File: config.mk
export PLATFORM = sky130hd
export DESIGN_NAME = usbg_regs
export DESIGN_NICKNAME = d
export VERILOG_FILES = /design/src/hdl/usbg_pkg.sv /design/src/hdl/usbg_sync_if.sv /design/src/hdl/usbg_sync3.sv /design/src/hdl/usbg_regs.sv
export SDC_FILE = /design/constraint.sdc
export NUM_CORES = 1
export LEC_CHECK = 0
export CORE_MARGIN = 2
export CORE_UTILIZATION = 35
export DETAILED_ROUTE_END_ITERATION = 8
export DONT_BUFFER_PORTS = 1
export HOLD_SLACK_MARGIN = 0.1
export REMOVE_ABC_BUFFERS = 1
export SLEW_MARGIN = 20
export SYNTH_ARGS = -nofsm -noshare
export SYNTH_HDL_FRONTEND = slang
export SYNTH_SLANG_ARGS = --single-unit
File: constraint.sdc
create_clock -name aclk -period 1.9 [get_ports aclk]
set_input_delay 0.095 -clock aclk [delete_from_list [all_inputs] [get_ports aclk]]
set_output_delay 0.095 -clock aclk [all_outputs]
set_load 0.01 [all_outputs]
File: src/hdl/usbg_pkg.sv
// Constants and register map of the USB general control register group
// Overview of operation
// - Clearing enable stops core, transceiver, USB clocks
// - Disable overrides freeze; freeze bit value kept
// - Disabled: status held at reset, status alias writes ignored
// - Enable bit writable while clock is frozen
// - Freeze bit gates USB clocks; clearing restores
// - Resume detection stays active while clocks frozen
// - Frozen: status read-only to software; hardware events still update it
// - Freeze bit writable while controller disabled
// - Clock-usable bit follows generic clock usability
// - Speed field: 00 full, 10 low speed
// - Status-clear alias: one clears matching bit
// - Status-set alias: one sets matching bit
// - Set and clear aliases read as zero
// - Version register: 12-bit version, reserved variant
// - Features register reports implemented endpoint count
// - Address-size register reports register window size
package usbg_pkg;

    localparam int ADDR_W = 12;

    // Register byte offsets
    localparam logic [ADDR_W-1:0] OFS_GENERAL_CONTROL = 12'h800;
    localparam logic [ADDR_W-1:0] OFS_GENERAL_STATUS = 12'h804;
    localparam logic [ADDR_W-1:0] OFS_GENERAL_STATUS_CLEAR = 12'h808;
    localparam logic [ADDR_W-1:0] OFS_GENERAL_STATUS_SET = 12'h80c;
    localparam logic [ADDR_W-1:0] OFS_MODULE_VERSION = 12'h818;
    localparam logic [ADDR_W-1:0] OFS_MODULE_FEATURES = 12'h81c;
    localparam logic [ADDR_W-1:0] OFS_BUS_WINDOW_SIZE = 12'h820;

    // Field positions
    localparam int BIT_CONTROLLER_ENABLE = 15;
    localparam int BIT_CLOCK_FREEZE = 14;
    localparam int BIT_GENERIC_CLOCK_OK = 14;
    localparam int BIT_SPEED_LO = 12;
    localparam int STA_LO = 12;
    localparam int STA_HI = 14;

    // Reset values
    localparam logic [31:0] RST_GENERAL_CONTROL = 32'h0000_4000;
    localparam logic [31:0] RST_GENERAL_STATUS = 32'h0000_0000;
    localparam logic RST_CONTROLLER_ENABLE = RST_GENERAL_CONTROL[BIT_CONTROLLER_ENABLE];
    localparam logic RST_CLOCK_FREEZE = RST_GENERAL_CONTROL[BIT_CLOCK_FREEZE];
    localparam logic [STA_HI:STA_LO] RST_STA = RST_GENERAL_STATUS[STA_HI:STA_LO];

    // Speed codes
    localparam logic [1:0] SPEED_FULL = 2'h0;
    localparam logic [1:0] SPEED_LOW = 2'h2;

    // Identity and size values; version and variant values are arbitrary
    localparam logic [11:0] MODULE_VERSION_NUM = 12'h100;
    localparam logic [3:0] MODULE_VARIANT_NUM = 4'h0;
    localparam logic [3:0] ENDPOINT_COUNT = 4'h8;
    localparam logic [31:0] BUS_WINDOW_BYTES = 32'h0000_1000;

    // AXI responses
    localparam logic [1:0] RESP_OKAY = 2'h0;
    localparam logic [1:0] RESP_SLVERR = 2'h2;

    // Synchroniser reset value
    localparam logic SYNC_RST = 1'b0;

endpackage

File: src/hdl/usbg_sync_if.sv
// Carrier between the top module and its pin synchroniser
`timescale 1ns/1ns
`default_nettype none
interface usbg_sync_if;
    logic raw;
    logic stable;
    logic changed;
    modport src (output raw, input stable, input changed);
    modport sync (input raw, output stable, output changed);
endinterface
`default_nettype wire

File: src/hdl/usbg_sync3.sv
// Three-stage pin synchroniser with agreement filter
`timescale 1ns/1ns
`default_nettype none
module usbg_sync3
    import usbg_pkg::*;
(
    // Clock and reset
    input wire logic aclk,
    input wire logic aresetn,
    // Carrier
    usbg_sync_if.sync sif
);
    logic s1_r;
    logic s2_r;
    logic s3_r;
    logic stable_r;
    logic changed_r;
    wire agree = (s2_r == s3_r);

    // The first stage feeds only the second stage
    always_ff @(posedge aclk) begin
        if (!aresetn) begin
            s1_r <= SYNC_RST;
            s2_r <= SYNC_RST;
            s3_r <= SYNC_RST;
            stable_r <= SYNC_RST;
            changed_r <= 1'b0;
        end else begin
            s1_r <= sif.raw;
            s2_r <= s1_r;
            s3_r <= s2_r;
            changed_r <= agree && (s3_r != stable_r);
            if (agree) begin
                stable_r <= s3_r;
            end
        end
    end

    assign sif.stable = stable_r;
    assign sif.changed = changed_r;
endmodule
`default_nettype wire

File: src/hdl/usbg_regs.sv
// USB general control and status registers behind an AXI4-Lite slave
`timescale 1ns/1ns
`default_nettype none
module usbg_regs
    import usbg_pkg::*;
(
    // Clock and reset
    input wire logic aclk,
    input wire logic aresetn,
    // AXI4-Lite write address
    input wire logic [ADDR_W-1:0] s_axi_awaddr,
    input wire logic [2:0] s_axi_awprot,
    input wire logic s_axi_awvalid,
    output logic s_axi_awready,
    // AXI4-Lite write data
    input wire logic [31:0] s_axi_wdata,
    input wire logic [3:0] s_axi_wstrb,
    input wire logic s_axi_wvalid,
    output logic s_axi_wready,
    // AXI4-Lite write response
    output logic [1:0] s_axi_bresp,
    output logic s_axi_bvalid,
    input wire logic s_axi_bready,
    // AXI4-Lite read address
    input wire logic [ADDR_W-1:0] s_axi_araddr,
    input wire logic [2:0] s_axi_arprot,
    input wire logic s_axi_arvalid,
    output logic s_axi_arready,
    // AXI4-Lite read data
    output logic [31:0] s_axi_rdata,
    output logic [1:0] s_axi_rresp,
    output logic s_axi_rvalid,
    input wire logic s_axi_rready,
    // Status sources
    input wire logic generic_clock_ok_pin,
    input wire logic low_speed_mode,
    // Controls to the controller core
    output logic core_enable,
    output logic transceiver_enable,
    output logic usb_clock_enable,
    output logic resume_detect_enable,
    output logic regs_reset_hold,
    output logic regs_write_lock
);
    // Bus state
    logic awready_r;
    logic wready_r;
    logic aw_have_r;
    logic w_have_r;
    logic bvalid_r;
    logic [1:0] bresp_r;
    logic [ADDR_W-1:0] awaddr_r;
    logic [31:0] wdata_r;
    logic [3:0] wstrb_r;
    logic arready_r;
    logic rvalid_r;
    logic [31:0] rdata_r;
    logic [1:0] rresp_r;

    // Block state
    logic ctl_en_r;
    logic ctl_frz_r;
    logic [STA_HI:STA_LO] sta_r;
    logic [STA_HI:STA_LO] sta_nxt;
    logic ls_prev_r;
    logic en_prev_r;
    logic core_en_r;
    logic xcvr_en_r;
    logic clk_en_r;
    logic resume_en_r;
    logic hold_r;
    logic lock_r;

    usbg_sync_if gclk_if ();
    assign gclk_if.raw = generic_clock_ok_pin;

    usbg_sync3 u_gclk_sync (
        .aclk(aclk),
        .aresetn(aresetn),
        .sif(gclk_if)
    );

    // Write and read channel handshakes
    wire aw_take = s_axi_awvalid && awready_r;
    wire w_take = s_axi_wvalid && wready_r;
    wire wr_fire = aw_have_r && w_have_r && !bvalid_r;
    wire b_done = bvalid_r && s_axi_bready;
    wire ar_take = s_axi_arvalid && arready_r;
    wire r_done = rvalid_r && s_axi_rready;

    // Write address decode
    wire wr_ctl = wr_fire && (awaddr_r == OFS_GENERAL_CONTROL);
    wire wr_clr = wr_fire && (awaddr_r == OFS_GENERAL_STATUS_CLEAR);
    wire wr_set = wr_fire && (awaddr_r == OFS_GENERAL_STATUS_SET);
    wire wr_hit = (awaddr_r == OFS_GENERAL_CONTROL) || (awaddr_r == OFS_GENERAL_STATUS)
        || (awaddr_r == OFS_GENERAL_STATUS_CLEAR) || (awaddr_r == OFS_GENERAL_STATUS_SET)
        || (awaddr_r == OFS_MODULE_VERSION) || (awaddr_r == OFS_MODULE_FEATURES)
        || (awaddr_r == OFS_BUS_WINDOW_SIZE);

    // Control bits live in byte lane 1; both stay writable in every mode
    wire ctl_lane = wstrb_r[1];
    wire en_nxt = (wr_ctl && ctl_lane) ? wdata_r[BIT_CONTROLLER_ENABLE] : ctl_en_r;
    wire frz_nxt = (wr_ctl && ctl_lane) ? wdata_r[BIT_CLOCK_FREEZE] : ctl_frz_r;

    // Hardware view of the status field
    wire [1:0] speed_hw = low_speed_mode ? SPEED_LOW : SPEED_FULL;
    wire [STA_HI:STA_LO] sta_hw = {gclk_if.stable, speed_hw};
    wire en_rise = ctl_en_r && !en_prev_r;
    wire gclk_evt = gclk_if.changed || en_rise;
    wire spd_evt = (low_speed_mode != ls_prev_r) || en_rise;
    wire [STA_HI:STA_LO] hw_evt = {gclk_evt, spd_evt, spd_evt};
    // Software may touch the status only while running and unfrozen
    wire sw_ok = ctl_en_r && !ctl_frz_r;
    wire [STA_HI:STA_LO] clr_mask = (wr_clr && sw_ok && wstrb_r[1]) ? wdata_r[STA_HI:STA_LO]
        : '0;
    wire [STA_HI:STA_LO] set_mask = (wr_set && sw_ok && wstrb_r[1]) ? wdata_r[STA_HI:STA_LO]
        : '0;

    // Per bit: hardware event wins over software, set wins over clear
    genvar gi;
    generate
        for (gi = STA_LO; gi <= STA_HI; gi++) begin : g_sta
            assign sta_nxt[gi] = !ctl_en_r ? RST_STA[gi]
                : hw_evt[gi] ? sta_hw[gi]
                : set_mask[gi] ? 1'b1
                : clr_mask[gi] ? 1'b0
                : sta_r[gi];
        end
    endgenerate

    // Read data decode
    wire [31:0] rd_ctl = 32'({ctl_en_r, ctl_frz_r}) << BIT_CLOCK_FREEZE;
    wire [31:0] rd_sta = 32'(sta_r) << STA_LO;
    wire [31:0] rd_ver = {12'h000, MODULE_VARIANT_NUM, 4'h0, MODULE_VERSION_NUM};
    wire [31:0] rd_feat = {28'h0000000, ENDPOINT_COUNT};
    wire rd_is_ctl = (s_axi_araddr == OFS_GENERAL_CONTROL);
    wire rd_is_sta = (s_axi_araddr == OFS_GENERAL_STATUS);
    wire rd_is_alias = (s_axi_araddr == OFS_GENERAL_STATUS_CLEAR)
        || (s_axi_araddr == OFS_GENERAL_STATUS_SET);
    wire rd_is_ver = (s_axi_araddr == OFS_MODULE_VERSION);
    wire rd_is_feat = (s_axi_araddr == OFS_MODULE_FEATURES);
    wire rd_is_win = (s_axi_araddr == OFS_BUS_WINDOW_SIZE);
    wire rd_hit = rd_is_ctl || rd_is_sta || rd_is_alias || rd_is_ver || rd_is_feat || rd_is_win;
    wire [31:0] rd_mux = rd_is_ctl ? rd_ctl
        : rd_is_sta ? rd_sta
        : rd_is_ver ? rd_ver
        : rd_is_feat ? rd_feat
        : rd_is_win ? BUS_WINDOW_BYTES
        : 32'h0000_0000;

    // Write path: address and data accepted in either order
    always_ff @(posedge aclk) begin
        if (!aresetn) begin
            awready_r <= 1'b1;
            wready_r <= 1'b1;
            aw_have_r <= 1'b0;
            w_have_r <= 1'b0;
            bvalid_r <= 1'b0;
            bresp_r <= RESP_OKAY;
            awaddr_r <= '0;
            wdata_r <= '0;
            wstrb_r <= '0;
        end else begin
            if (aw_take) begin
                aw_have_r <= 1'b1;
                awready_r <= 1'b0;
                awaddr_r <= {s_axi_awaddr[ADDR_W-1:2], 2'h0};
            end
            if (w_take) begin
                w_have_r <= 1'b1;
                wready_r <= 1'b0;
                wdata_r <= s_axi_wdata;
                wstrb_r <= s_axi_wstrb;
            end
            if (wr_fire) begin
                aw_have_r <= 1'b0;
                w_have_r <= 1'b0;
                bvalid_r <= 1'b1;
                bresp_r <= wr_hit ? RESP_OKAY : RESP_SLVERR;
            end
            if (b_done) begin
                bvalid_r <= 1'b0;
                awready_r <= 1'b1;
                wready_r <= 1'b1;
            end
        end
    end

    // Read path: one cycle from address to data
    always_ff @(posedge aclk) begin
        if (!aresetn) begin
            arready_r <= 1'b1;
            rvalid_r <= 1'b0;
            rdata_r <= '0;
            rresp_r <= RESP_OKAY;
        end else if (ar_take) begin
            arready_r <= 1'b0;
            rvalid_r <= 1'b1;
            rdata_r <= rd_mux;
            rresp_r <= rd_hit ? RESP_OKAY : RESP_SLVERR;
        end else if (r_done) begin
            arready_r <= 1'b1;
            rvalid_r <= 1'b0;
        end
    end

    // Control and status registers
    always_ff @(posedge aclk) begin
        if (!aresetn) begin
            ctl_en_r <= RST_CONTROLLER_ENABLE;
            ctl_frz_r <= RST_CLOCK_FREEZE;
            sta_r <= RST_STA;
            ls_prev_r <= 1'b0;
            en_prev_r <= RST_CONTROLLER_ENABLE;
        end else begin
            ctl_en_r <= en_nxt;
            ctl_frz_r <= frz_nxt;
            sta_r <= sta_nxt;
            ls_prev_r <= low_speed_mode;
            en_prev_r <= ctl_en_r;
        end
    end

    // Derived controls; clock gating follows the stored bits a cycle later
    always_ff @(posedge aclk) begin
        if (!aresetn) begin
            core_en_r <= 1'b0;
            xcvr_en_r <= 1'b0;
            clk_en_r <= 1'b0;
            resume_en_r <= 1'b0;
            hold_r <= 1'b1;
            lock_r <= 1'b1;
        end else begin
            core_en_r <= ctl_en_r;
            xcvr_en_r <= ctl_en_r;
            clk_en_r <= ctl_en_r && !ctl_frz_r;
            resume_en_r <= ctl_en_r;
            hold_r <= !ctl_en_r;
            lock_r <= !ctl_en_r || ctl_frz_r;
        end
    end

    assign s_axi_awready = awready_r;
    assign s_axi_wready = wready_r;
    assign s_axi_bvalid = bvalid_r;
    assign s_axi_bresp = bresp_r;
    assign s_axi_arready = arready_r;
    assign s_axi_rvalid = rvalid_r;
    assign s_axi_rdata = rdata_r;
    assign s_axi_rresp = rresp_r;
    assign core_enable = core_en_r;
    assign transceiver_enable = xcvr_en_r;
    assign usb_clock_enable = clk_en_r;
    assign resume_detect_enable = resume_en_r;
    assign regs_reset_hold = hold_r;
    assign regs_write_lock = lock_r;
endmodule
`default_nettype wire

**Word level (Yosys, flattened, before mapping)**

Cells that the tools add are included.

- Register bits: 86
- Output and inout bits: 47
- Word-level logic and storage cells: 113

- Equal/unequal tests: 17
- Multiplexer cells: 23
- Bitwise operators: 1
- Reductions and logical operators: 44

Operators by type and width:

| kind | count |
|---|---|
| $eq A12 B12 Y1 const B | 7 |
| $eq A10 B10 Y1 const B | 7 |
| $mux W13 | 3 |
| $logic_and A1 B1 Y1 | 18 |
| $mux W16 | 1 |
| $logic_or A1 B1 Y1 | 15 |
| $mux W15 | 1 |
| $mux W1 | 13 |
| $reduce_bool A3 Y1 | 3 |
| $mux W2 | 3 |
| $mux W3 | 2 |
| $logic_not A1 Y1 | 4 |
| $reduce_or A2 Y1 | 2 |
| $ne A1 B1 Y1 | 2 |
| $reduce_and A2 Y1 | 1 |
| $reduce_bool A2 Y1 | 1 |
| $eq A1 B1 Y1 | 1 |
| $not A1 Y1 | 1 |

**Logic depth before layout (Yosys ltp)**

Gate-level depths: netlist of the first run.

- Depth in word-level cells: 9
- Mapped depth: 5
- Depth with buffers taken out: 4

**By module**

A second synthesis of the first run with hierarchy kept.

- Cell total of the unflattened synthesis: 235
- Area total of the unflattened synthesis: 1,991.9 sq um

By module, submodules not included:

| module | instances | cells an instance | area an instance (sq um) | sequential area each (sq um) |
|---|---|---|---|---|
| usbg_regs | 1 | 221 | 1,830.5 | 800.8 |
| usbg_sync3 | 1 | 14 | 161.4 | 100.1 |

**Worst setup path after synthesis of the first run**

OpenSTA, ideal clock, no wires.

- Kind: register to register
- Start: register awaddr_r[6]
- End: register sta_r[12] in the netlist's numbering
- Library setup time: 103 ps
- Arrival time: 1,358 ps
- Data required time: 1,797 ps
- Path slack: 438 ps
- Stages on the path, launching flop included: 6
- Path buffers: 1
- Cells stage by stage: dfxtp_1 > nor4b_4 > and4_1 > buf_4 > nand4_2 > a2111oi_2

- Cells in the longest elaborated chain, start to end: 7
- Elaborated cells on any way between the ends: 13
- Classes of those cells: eq/ne (2); mux (4); reduce/logical (7)

Ends and longest elaborated chain:

| element | RTL line | source |
|---|---|---|
| from (decl) | usbg_regs.sv:52 | `logic [ADDR_W-1:0] awaddr_r;` |
| from (signal assigned) | usbg_regs.sv:167 | `awaddr_r <= {s_axi_awaddr[ADDR_W-1:2], 2'h0};` |
| $eq A10 B10 Y1 | usbg_regs.sv:94 | `wire wr_set = wr_fire && (awaddr_r == OFS_GENERAL_STATUS_SET);` |
| $logic_and A1 B1 Y1 | usbg_regs.sv:94 |  |
| $logic_and A1 B1 Y1 (2 in a row) | usbg_regs.sv:116 | `wire [STA_HI:STA_LO] set_mask = (wr_set && sw_ok && wstrb_r[1]) ? wdata_r[STA_HI:STA_LO]` |
| $mux W3 | usbg_regs.sv:116 |  |
| $mux W1 | usbg_regs.sv:125 | `: set_mask[gi] ? 1'b1` |
| $mux W1 | usbg_regs.sv:124 | `: hw_evt[gi] ? sta_hw[gi]` |
| to (signal assigned) | usbg_regs.sv:218 | `sta_r <= sta_nxt;` |
| to (decl) | usbg_regs.sv:63 | `logic [STA_HI:STA_LO] sta_r;` |

Several ways; a longest one is shown, not always the timed one.
A chain may end at the register's enable or synchronous reset.

**Final worst setup path of the first run**

- Start: register arready_r, in the netlist s_axi_arready
- End: register rdata_r[15], in the netlist s_axi_rdata[15]

- Cells in the longest elaborated chain, start to end: 1

Ends and longest elaborated chain:

| element | RTL line | source |
|---|---|---|
| from (decl) | usbg_regs.sv:55 | `logic arready_r;` |
| from (signal assigned) | usbg_regs.sv:192 | `arready_r <= 1'b1;` |
| from (signal assigned) | usbg_regs.sv:197 | `arready_r <= 1'b0;` |
| from (signal assigned) | usbg_regs.sv:202 | `arready_r <= 1'b1;` |
| $logic_and A1 B1 Y1 | usbg_regs.sv:88 | `wire ar_take = s_axi_arvalid && arready_r;` |
| to (signal assigned) | usbg_regs.sv:199 | `rdata_r <= rd_mux;` |
| to (decl) | usbg_regs.sv:57 | `logic [31:0] rdata_r;` |

No other way between the ends.

==> results.tsv, run 1 <==
metric	value	unit
synth-seq-cells	45	
worst_ep_arrival_time	1.94	ns
drv_slew	0	
grt_overflow	0	
io_buffers	0	
rr_endpoint	s_axi_rdata[15]	
regArea	901	um2
grt_pass1_vias	1546	
dpl.hpwl	2840	um
whs_path_depth	3	
wire_per_inst	12.5	um
antenna_cells	0	
cap_violations	0	
whs_endpoint	sta_r[13]	
wirelength	4260	um
holdWs	0.108	ns
final_cells	341	
clk_pin_slew_worst_paths	0.09	ns
p_int	0.00135	W
setup_viol	0	
p_total	0.00181	W
routabilityCongestion	0.788	
synth_top_family_by_area	simple AND/OR/NAND/NOR gates	
yosys.area_share.adder	0	%
worst_pin_slew	0.500	ns
power_leakage	0.916	nW
pwr-share-comb	10.0	%
ff2ff_path_depth	4	
synth_compound_gate_area_share	14.5	%
synth.area.mux_share	1.01	%
clk_latency	0.30	ns
post-route-min-period	1.70	ns
nets	343	
route.detailed.drc	0	
grt_max_degree	26	
yosys.area_share.simple	23.5	%
synth_cell_type_count	35	
rows	27	
yosys.area_share.xor_xnor	0.441	%
die_w	79.4	um
relSlewSlack	66.5	%
dpl-instance-area	0.00192	mm2
num_vias	1625	
cts_tree	yes	
ys_seq_area_share	45.3	%
netlist_instances	242	
ios	122	
hp-class	in -> reg	
cp.required	2.14	ns
ir_drop	355	uV
reg2reg_from	s_axi_arready	
drt-vias-per-instance	4.77	
cp-start-kind	flip-flop	
antenna_found_initial	0	
place_inst	302	
clock.fmax	587	MHz
r2r_slack	0.20	ns
final_common_cell	dfxtp_1	
root_buffer	clkbuf_8	
die-area	0.00630	mm2
p_switching	0.000461	W
critPathMaxFanout	6	
crit_path_end_kind	flip-flop	
p_clk_share	33.9	%
crit_type	reg -> reg	
timing.final.crit_share	89.7	%
syn_area	0.00199	mm2
outcome	finished clean	
final.fill_count	558	
final_cell_mix	dfxtp_1, nand2_1, dlygate4sd3_1	
antenna_left	0	
finalHoldViolations	0	
h-tree-depth	2	
rsz0062_at_grt	false	
p_sw_share	25.4	%
multi_input_area	890	um2
cts_buffer_depth	2	
hold_start	low_speed_mode	
firstDrtPassIters	4	
die_y	79.4	um
ys_warn_count	0	
track_usage	13.7	%
drt_iter0_drc	64	
cts_made_buffers	5	
layout-drive-gt1-share	4.83	%
initial_core_util	36.1	%
p_per_area	780	mW/mm2
tns	0	ns
clock_skew	0.00866	ns
fp.coreArea	0.00551	mm2
area_delta_synth_final	16.9	%
grt_pass1_wl	6710	um
seqPwrFrac	56.1	%
cts.sinks	45	
avgSynthCellArea	8.22	um2
postCtsSetupBuffers	0	
design_area	0.00232	mm2
cell usage after synthesis, drive strengths merged:
| cell type | number | area (um2) |
|---|---|---|
| a2111oi | 1 | 15.0 |
| a21oi | 29 | 145 |
| a31o | 1 | 8.76 |
| a31oi | 3 | 18.8 |
| and2 | 6 | 37.5 |
| and3b | 1 | 8.76 |
| and4 | 1 | 8.76 |
| and4b | 1 | 10.0 |
| buf | 32 | 238 |
| clkbuf | 8 | 31.3 |
| conb | 1 | 3.75 |
| dfxtp | 45 | 901 |
| inv | 8 | 30.0 |
| mux2i | 2 | 20.0 |
| nand2 | 38 | 143 |
| nand2b | 4 | 25.0 |
| nand3 | 12 | 60.1 |
| nand3b | 1 | 7.51 |
| nand4 | 7 | 50.1 |
| nor2 | 16 | 60.1 |
| nor2b | 2 | 12.5 |
| nor3b | 1 | 7.51 |
| nor4 | 2 | 12.5 |
| nor4b | 1 | 23.8 |
| o2111a | 1 | 11.3 |
| o21a | 1 | 7.51 |
| o21ai | 15 | 75.1 |
| o31ai | 1 | 7.51 |
| xor2 | 1 | 8.76 |
worst max-delay path by stage:
stage,start,to,slack (ns),cells past startpoint
6_report,s_axi_arready,s_axi_rdata[15],0.20,4
5_1_grt,s_axi_arready,s_axi_rdata[15],0.02,4
4_1_cts,s_axi_arready,s_axi_rdata[15],0.23,4
3_5_place_dp,awaddr_r[6],sta_r[12],0.37,4
3_3_place_gp,awaddr_r[6],sta_r[12],0.36,4
2_1_floorplan,awaddr_r[6],sta_r[12],0.43,4
through the flow:
stage	utilization, %	setup WS (ns)
after floorplan	-	0.434
after global placement	34.8	0.365
after detailed placement	34.8	0.371
after CTS	42.2	0.230
after global routing	42.2	0.0224
final	42.2	0.196
routing by layer:
layer	global-route usage, %	wire (um)	vias to the layer above
li1	-	-	808
met2	23.2	1990	57
met1	16.2	1910	753
met5	0	0	-
met4	5.17	68	0
met3	4.07	284	7
power by group through the flow:
stage,clock network [W],logic [W],registers (W)
2_1_floorplan,0,0.000102,0.00103
3_3_place_gp,0,0.000119,0.00104
3_5_place_dp,0,0.000121,0.00104
4_1_cts,0.000636,0.000181,0.00102
5_1_grt,0.000678,0.000204,0.00102
6_report,0.000614,0.000182,0.00102
flip-flops by register name, summed over array words and instances, names as in the netlist, 3 cells and up:
register     count
s_axi_rdata      6
awaddr_r        10
wdata_r          4
sta_r            3
kinds of logic (layout without fill, tap and decap cells):
kind of cell,Yosys count,after routing
multiplexers,2,2
AND/OR/NAND/NOR,93,93
other,1,28
flip-flops,45,45
AO/OA/AOI/OAI,52,52
buffers and inverters,48,48
XOR/XNOR,1,1
layout make-up:
| type | instances | area share [%] |
|---|---|---|
| Timing Repair Buffer | 32 | 13.7 |
| Multi-Input combinational cell | 176 | 38.3 |
| Tap cell | 72 | 3.88 |
| Clock inverter | 2 | 0.592 |
| Clock buffer | 6 | 3.55 |
| Sequential cell | 45 | 38.8 |
| Inverter | 8 | 1.29 |
worst max-delay path, cell delays in order, from the launching register on:
cell	delay, ns
dfxtp_1	0.43
and2_0	0.31
nand4_1	0.16
dlygate4sd3_1	0.63
o21ai_1	0.13
timing repair:
action,in CTS,in global routing
hold buffers,31,0
hold endpoints to repair,39,0
gates resized for setup,0,0
Note: power is estimated with default switching activity, not from simulation.
==> run 2: changes to the inputs <==
--- a/config.mk
+++ b/config.mk
@@ -10,6 +10,7 @@
 export DETAILED_ROUTE_END_ITERATION = 8
 export DONT_BUFFER_PORTS = 1
 export HOLD_SLACK_MARGIN = 0.1
+export PLACE_DENSITY = 0.56
 export REMOVE_ABC_BUFFERS = 1
 export SLEW_MARGIN = 20
 export SYNTH_ARGS = -nofsm -noshare
==> run 2 against run 1 <==
Design area increased by 0.48%. Critical path type unchanged. Clock power decreased by 11%. Global-route usage up 0.15 points. Wire length down 1.4%. Via count is 0.18% lower. Combinational power increased by 4%. First-iteration DRC count is 1.6% lower. Non-clock buffer count rose by 3.
==> results.tsv, run 2 (synthesis results as in run 1) <==
metric	value	unit	change
outcome	finished clean		unchanged
clock_skew	0.00430	ns	was 0.00866 ns
cp-start-kind	flip-flop		unchanged
largest_reg_flops	10		unchanged
clk_pin_slew_worst_paths	0.08	ns	was 0.09 ns
layout-drive-gt1-share	4.04	%	was 4.83%
final_common_cell	dfxtp_1		unchanged
clk_latency	0.28	ns	was 0.30 ns
root_buffer	clkbuf_8		unchanged
worst_pin_slew	0.507	ns	was 0.500 ns
area_delta_synth_final	17.5	%	was 16.9%
max_flop_register	awaddr_r		unchanged
rsz0062_at_grt	false		unchanged
slowest_stage	dlygate4sd3_1		unchanged
grt_pass1_vias	1508		was 1,546
cp.required	2.12	ns	was 2.14 ns
setup_viol	0		unchanged
die_w	79.4	um	unchanged
worst_ep_arrival_time	1.92	ns	was 1.94 ns
crit_type	reg -> reg		unchanged
regArea	901	um2	unchanged
p_per_area	751	mW/mm2	was 780 mW/mm2
grt_pass1_wl	6780	um	was 6710 um
initial_core_util	36.1	%	unchanged
drv_slew	0		unchanged
finalHoldViolations	0		unchanged
grt_overflow	0		unchanged
io_buffers	0		unchanged
routabilityCongestion	0.740		was 0.788
multi_input_area	890	um2	unchanged
firstDrtPassIters	4		unchanged
post-route-min-period	1.70	ns	about the same
route.detailed.drc	0		unchanged
power_leakage	0.916	nW	about the same
cts_tree	yes		unchanged
antenna_cells	0		unchanged
path_cells	and2_0 > nand4_1 > dlygate4sd3_1 > o21ai_1		unchanged
timing.final.crit_share	89.6	%	was 89.7%
clock.fmax	588	MHz	was 587 MHz
holdWs	0.118	ns	was 0.108 ns
drt_iter0_drc	63		was 64
cts_made_buffers	5		unchanged
drt-vias-per-instance	4.72		was 4.77
wirelength	4200	um	was 4260 um
place_inst	303		was 302
h-tree-depth	2		unchanged
die_y	79.4	um	unchanged
ios	122		unchanged
ir_drop	375	uV	was 355 uV
antenna_left	0		unchanged
hp-class	in -> reg		unchanged
rows	27		unchanged
grt_max_degree	21		was 26
final_cells	344		was 341
fp.coreArea	0.00551	mm2	unchanged
critPathMaxFanout	6		unchanged
final.fill_count	578		was 558
design_area	0.00234	mm2	was 0.00232 mm2
wire_per_inst	12.2	um	was 12.5 um
crit_path_end_kind	flip-flop		unchanged
p_total	0.00175	W	was 0.00181 W
num_vias	1622		was 1,625
antenna_found_initial	0		unchanged
tns	0	ns	unchanged
track_usage	13.8	%	was 13.7%
dpl-instance-area	0.00193	mm2	was 0.00192 mm2
nets	346		was 343
cts.sinks	45		unchanged
cap_violations	0		unchanged
slowest_delay	0.61	ns	was 0.63 ns
die-area	0.00630	mm2	unchanged
final_cell_mix	dfxtp_1, nand2_1, dlygate4sd3_1		unchanged
cts_buffer_depth	2		unchanged
relSlewSlack	66.1	%	was 66.5%
dpl.hpwl	2900	um	was 2840 um
run 2: changes by cell type in the layout (fill, tap and decap cells not counted), sizes merged:
cell,delta
clkbuf,+2
clkinv,-2
buf,+1
dlygate4sd3,+2
run 2: metal layers:
layer | vias to the layer above | global-route usage, % | part of all wire [%]
met5 | - | 0 | 0
met4 | 0 | 3.10 | 0.71
met3 | 5 | 5.20 | 8.3
li1 | 819 | - | -
met1 | 727 | 17.6 | 46
met2 | 71 | 22.3 | 45
run 2: path summary, 6_finish.rpt:
kind                     from                to  slack, ns  depth (start not counted)
max             s_axi_arready   s_axi_rdata[15]       0.20                          4
max reg2reg     s_axi_arready   s_axi_rdata[15]       0.20                          4
min            low_speed_mode         sta_r[13]       0.12                          3
min reg2reg  u_gclk_sync.s1_r  u_gclk_sync.s2_r       0.44                          1
run 2: stage by stage:
step | util, % | setup WS, ns
after floorplan | - | 0.434
after global placement | 35.0 | 0.366
after detailed placement | 35.0 | 0.347
after CTS | 42.4 | 0.197
after global routing | 42.4 | 0.118
final | 42.4 | 0.198
run 2: layout make-up:
class	instances	share of cell area [%]
clock buffer	8	3.43
inverter	8	1.29
multi-input combinational	176	38.1
sequential	45	38.6
tap	72	3.86
timing repair buffer	35	14.8
run 2: power by group:
part	internal, W	switching (W)	total [W]
Sequential	0.000979	0.0000383	0.00102
Combinational	0.0000839	0.000105	0.000189
Clock	0.000261	0.000286	0.000548
Total	0.00132	0.000429	0.00175
run 2: timing repair:
item                                    in CTS  in global routing
setup buffers                                0                  0
gates resized for setup                      0                  0
hold endpoints to repair                    39                  0
hold buffers                                33                  0
endpoints found under the setup margin       0                  0
run 2: critical path, delay by kind of cell (launching register included):
| family | cells | cell delay, ns |
|---|---|---|
| buffers and inverters | 1 | 0.61 |
| AND/OR/NAND/NOR | 2 | 0.48 |
| flip-flops | 1 | 0.42 |
| AO/OA/AOI/OAI | 1 | 0.13 |
==> run 3: changes to the inputs <==
--- a/config.mk
+++ b/config.mk
@@ -12,6 +12,7 @@
 export HOLD_SLACK_MARGIN = 0.1
 export PLACE_DENSITY = 0.56
 export REMOVE_ABC_BUFFERS = 1
+export SETUP_SLACK_MARGIN = 0.4
 export SLEW_MARGIN = 20
 export SYNTH_ARGS = -nofsm -noshare
 export SYNTH_HDL_FRONTEND = slang
==> run 3 against run 2 <==
Sequential share of layout area grew 0.32 points. Clock skew about the same. Hold slack better by 0.0016 ns. Global-route usage rose by 0.072 points. Critical endpoint is now ctl_frz_r.
==> results.tsv, run 3 (synthesis results as in run 1) <==
metric	value	unit	change
drt-vias-per-instance	4.70		was 4.72
grt_pass1_wl	6800	um	was 6780 um
crit_family	simple AND/OR/NAND/NOR gates		was buffers and inverters
preCtsSetupSlack	0.347	ns	unchanged
firstDrtPassIters	4		unchanged
root_buffer	clkbuf_8		unchanged
largest_reg_flops	10		unchanged
io_buffers	0		unchanged
ir_drop	375	uV	about the same
nets	344		was 346
postLayoutSetupSlackWorst	0.432	ns	was 0.198 ns
timing.final.crit_share	77.3	%	was 89.6%
final.fill_count	578		unchanged
antenna_cells	0		unchanged
slowest_delay	0.34	ns	was 0.61 ns
worst_ep_arrival_time	1.62	ns	was 1.92 ns
regArea	903	um2	was 901 um2
drv_slew	0		unchanged
cp-start-kind	flip-flop		unchanged
clock_skew	0.00454	ns	was 0.00430 ns
grt_pass1_vias	1511		was 1,508
power_leakage	0.912	nW	was 0.916 nW
routabilityCongestion	0.740		unchanged
post-route-min-period	1.47	ns	was 1.70 ns
final_common_cell	dfxtp_1		unchanged
area_delta_synth_final	16.9	%	was 17.5%
num_vias	1609		was 1,622
antenna_found_initial	0		unchanged
slowest_stage	dfxtp_2		was dlygate4sd3_1
cts_buffer_depth	2		unchanged
clock.fmax	681	MHz	was 588 MHz
fp.coreArea	0.00551	mm2	unchanged
route.detailed.drc	0		unchanged
setup_viol	0		unchanged
cap_violations	0		unchanged
crit_type	reg -> reg		unchanged
layout-drive-gt1-share	5.93	%	was 4.04%
rows	27		unchanged
hp-class	in -> reg		unchanged
p_total	0.00175	W	about the same
path_cells	nor4b_4 > buf_4 > nand4_1 > nor4_1 > o21ai_1		was and2_0 > nand4_1 > dlygate4sd3_1 > o21ai_1
dpl-instance-area	0.00193	mm2	unchanged
antenna_left	0		unchanged
track_usage	13.9	%	was 13.8%
wire_per_inst	12.2	um	about the same
design_area	0.00232	mm2	was 0.00234 mm2
multi_input_area	897	um2	was 890 um2
outcome	finished clean		unchanged
final_cell_mix	dfxtp_1, nand2_1, dlygate4sd3_1		unchanged
h-tree-depth	2		unchanged
grt_overflow	0		unchanged
ios	122		unchanged
drt_iter0_drc	69		was 63
cts_tree	yes		unchanged
dpl.hpwl	2900	um	unchanged
clk_latency	0.28	ns	about the same
initial_core_util	36.1	%	unchanged
die-area	0.00630	mm2	unchanged
rsz0062_at_grt	true		was false
cp_num_buf_inv	1		unchanged
critPathMaxFanout	4		was 6
r2r_slack	0.43	ns	was 0.20 ns
cts.sinks	45		unchanged
wirelength	4170	um	was 4200 um
die_y	79.4	um	unchanged
finalHoldViolations	0		unchanged
cp.required	2.05	ns	was 2.12 ns
relSlewSlack	66.2	%	was 66.1%
p_per_area	754	mW/mm2	was 751 mW/mm2
die_w	79.4	um	unchanged
max_flop_register	awaddr_r		unchanged
tns	0	ns	unchanged
worst_pin_slew	0.505	ns	was 0.507 ns
grt_max_degree	21		unchanged
clk_pin_slew_worst_paths	0.08	ns	about the same
cts_made_buffers	5		unchanged
crit_path_end_kind	flip-flop		unchanged
## run 3: cell count changes in the layout (fill, tap and decap cells not counted)
cell / change
dlygate4sd3_1: -3
dfxtp_1: -2
o31ai_1: -1
o31ai_2: +1
dfxtp_2: +2
and4_1: -1
buf_4: +1
and4_4: +1
## run 3: final cells by class
cell class	instances	area share, %
Sequential cell	45	38.9
Multi-Input combinational cell	176	38.6
Timing Repair Buffer	33	13.9
Tap cell	72	3.88
Clock buffer	8	3.45
Inverter	8	1.29
## run 3: worst paths after layout
| check | depth (start not counted) | to | start |
|---|---|---|---|
| hold / removal | 3 | sta_r[13] | low_speed_mode |
| setup / recovery | 5 | ctl_frz_r | awaddr_r[8] |
| setup reg to reg | 5 | ctl_frz_r | awaddr_r[8] |
| hold reg to reg | 1 | u_gclk_sync.s2_r | u_gclk_sync.s1_r |
## run 3: worst reg2reg max path, stage by stage, from the launching register on
cell,delay (ns)
dfxtp_2,0.34
nor4b_4,0.32
buf_4,0.16
nand4_1,0.19
nor4_1,0.23
o21ai_1,0.10
## run 3: report_power, final
group | internal [W] | total, W | leakage, nW | switching, W
clock | 0.000261 | 0.000546 | 0.0395 | 0.000285
combinational | 0.0000830 | 0.000187 | 0.504 | 0.000104
sequential | 0.000979 | 0.00102 | 0.369 | 0.0000389
total | 0.00132 | 0.00175 | 0.912 | 0.000428
## run 3: what timing repair did
item,CTS,global route
gates resized for setup,0,4
endpoints found under the hold margin,39,0
pin swaps,3,2
hold buffers,30,0
setup endpoints to repair,1,5
buffers inserted,1,0
## run 3: stage by stage
stage	hold slack, ns	instances	utilization [%]
finish	0.119	342	42.2
global placement	0.176	303	35.0
floorplan	0.171	229	-
CTS	0.107	342	42.0
detailed placement	0.180	303	35.0
global route	0.110	342	42.2
## run 3: routing by layer
metal	up-vias	global-route usage (%)	part of all wire, %
li1	815	-	-
met1	724	17.7	46
met2	65	22.4	45
met3	5	5.20	8.1
met4	0	3.10	0.72
met5	-	0	0
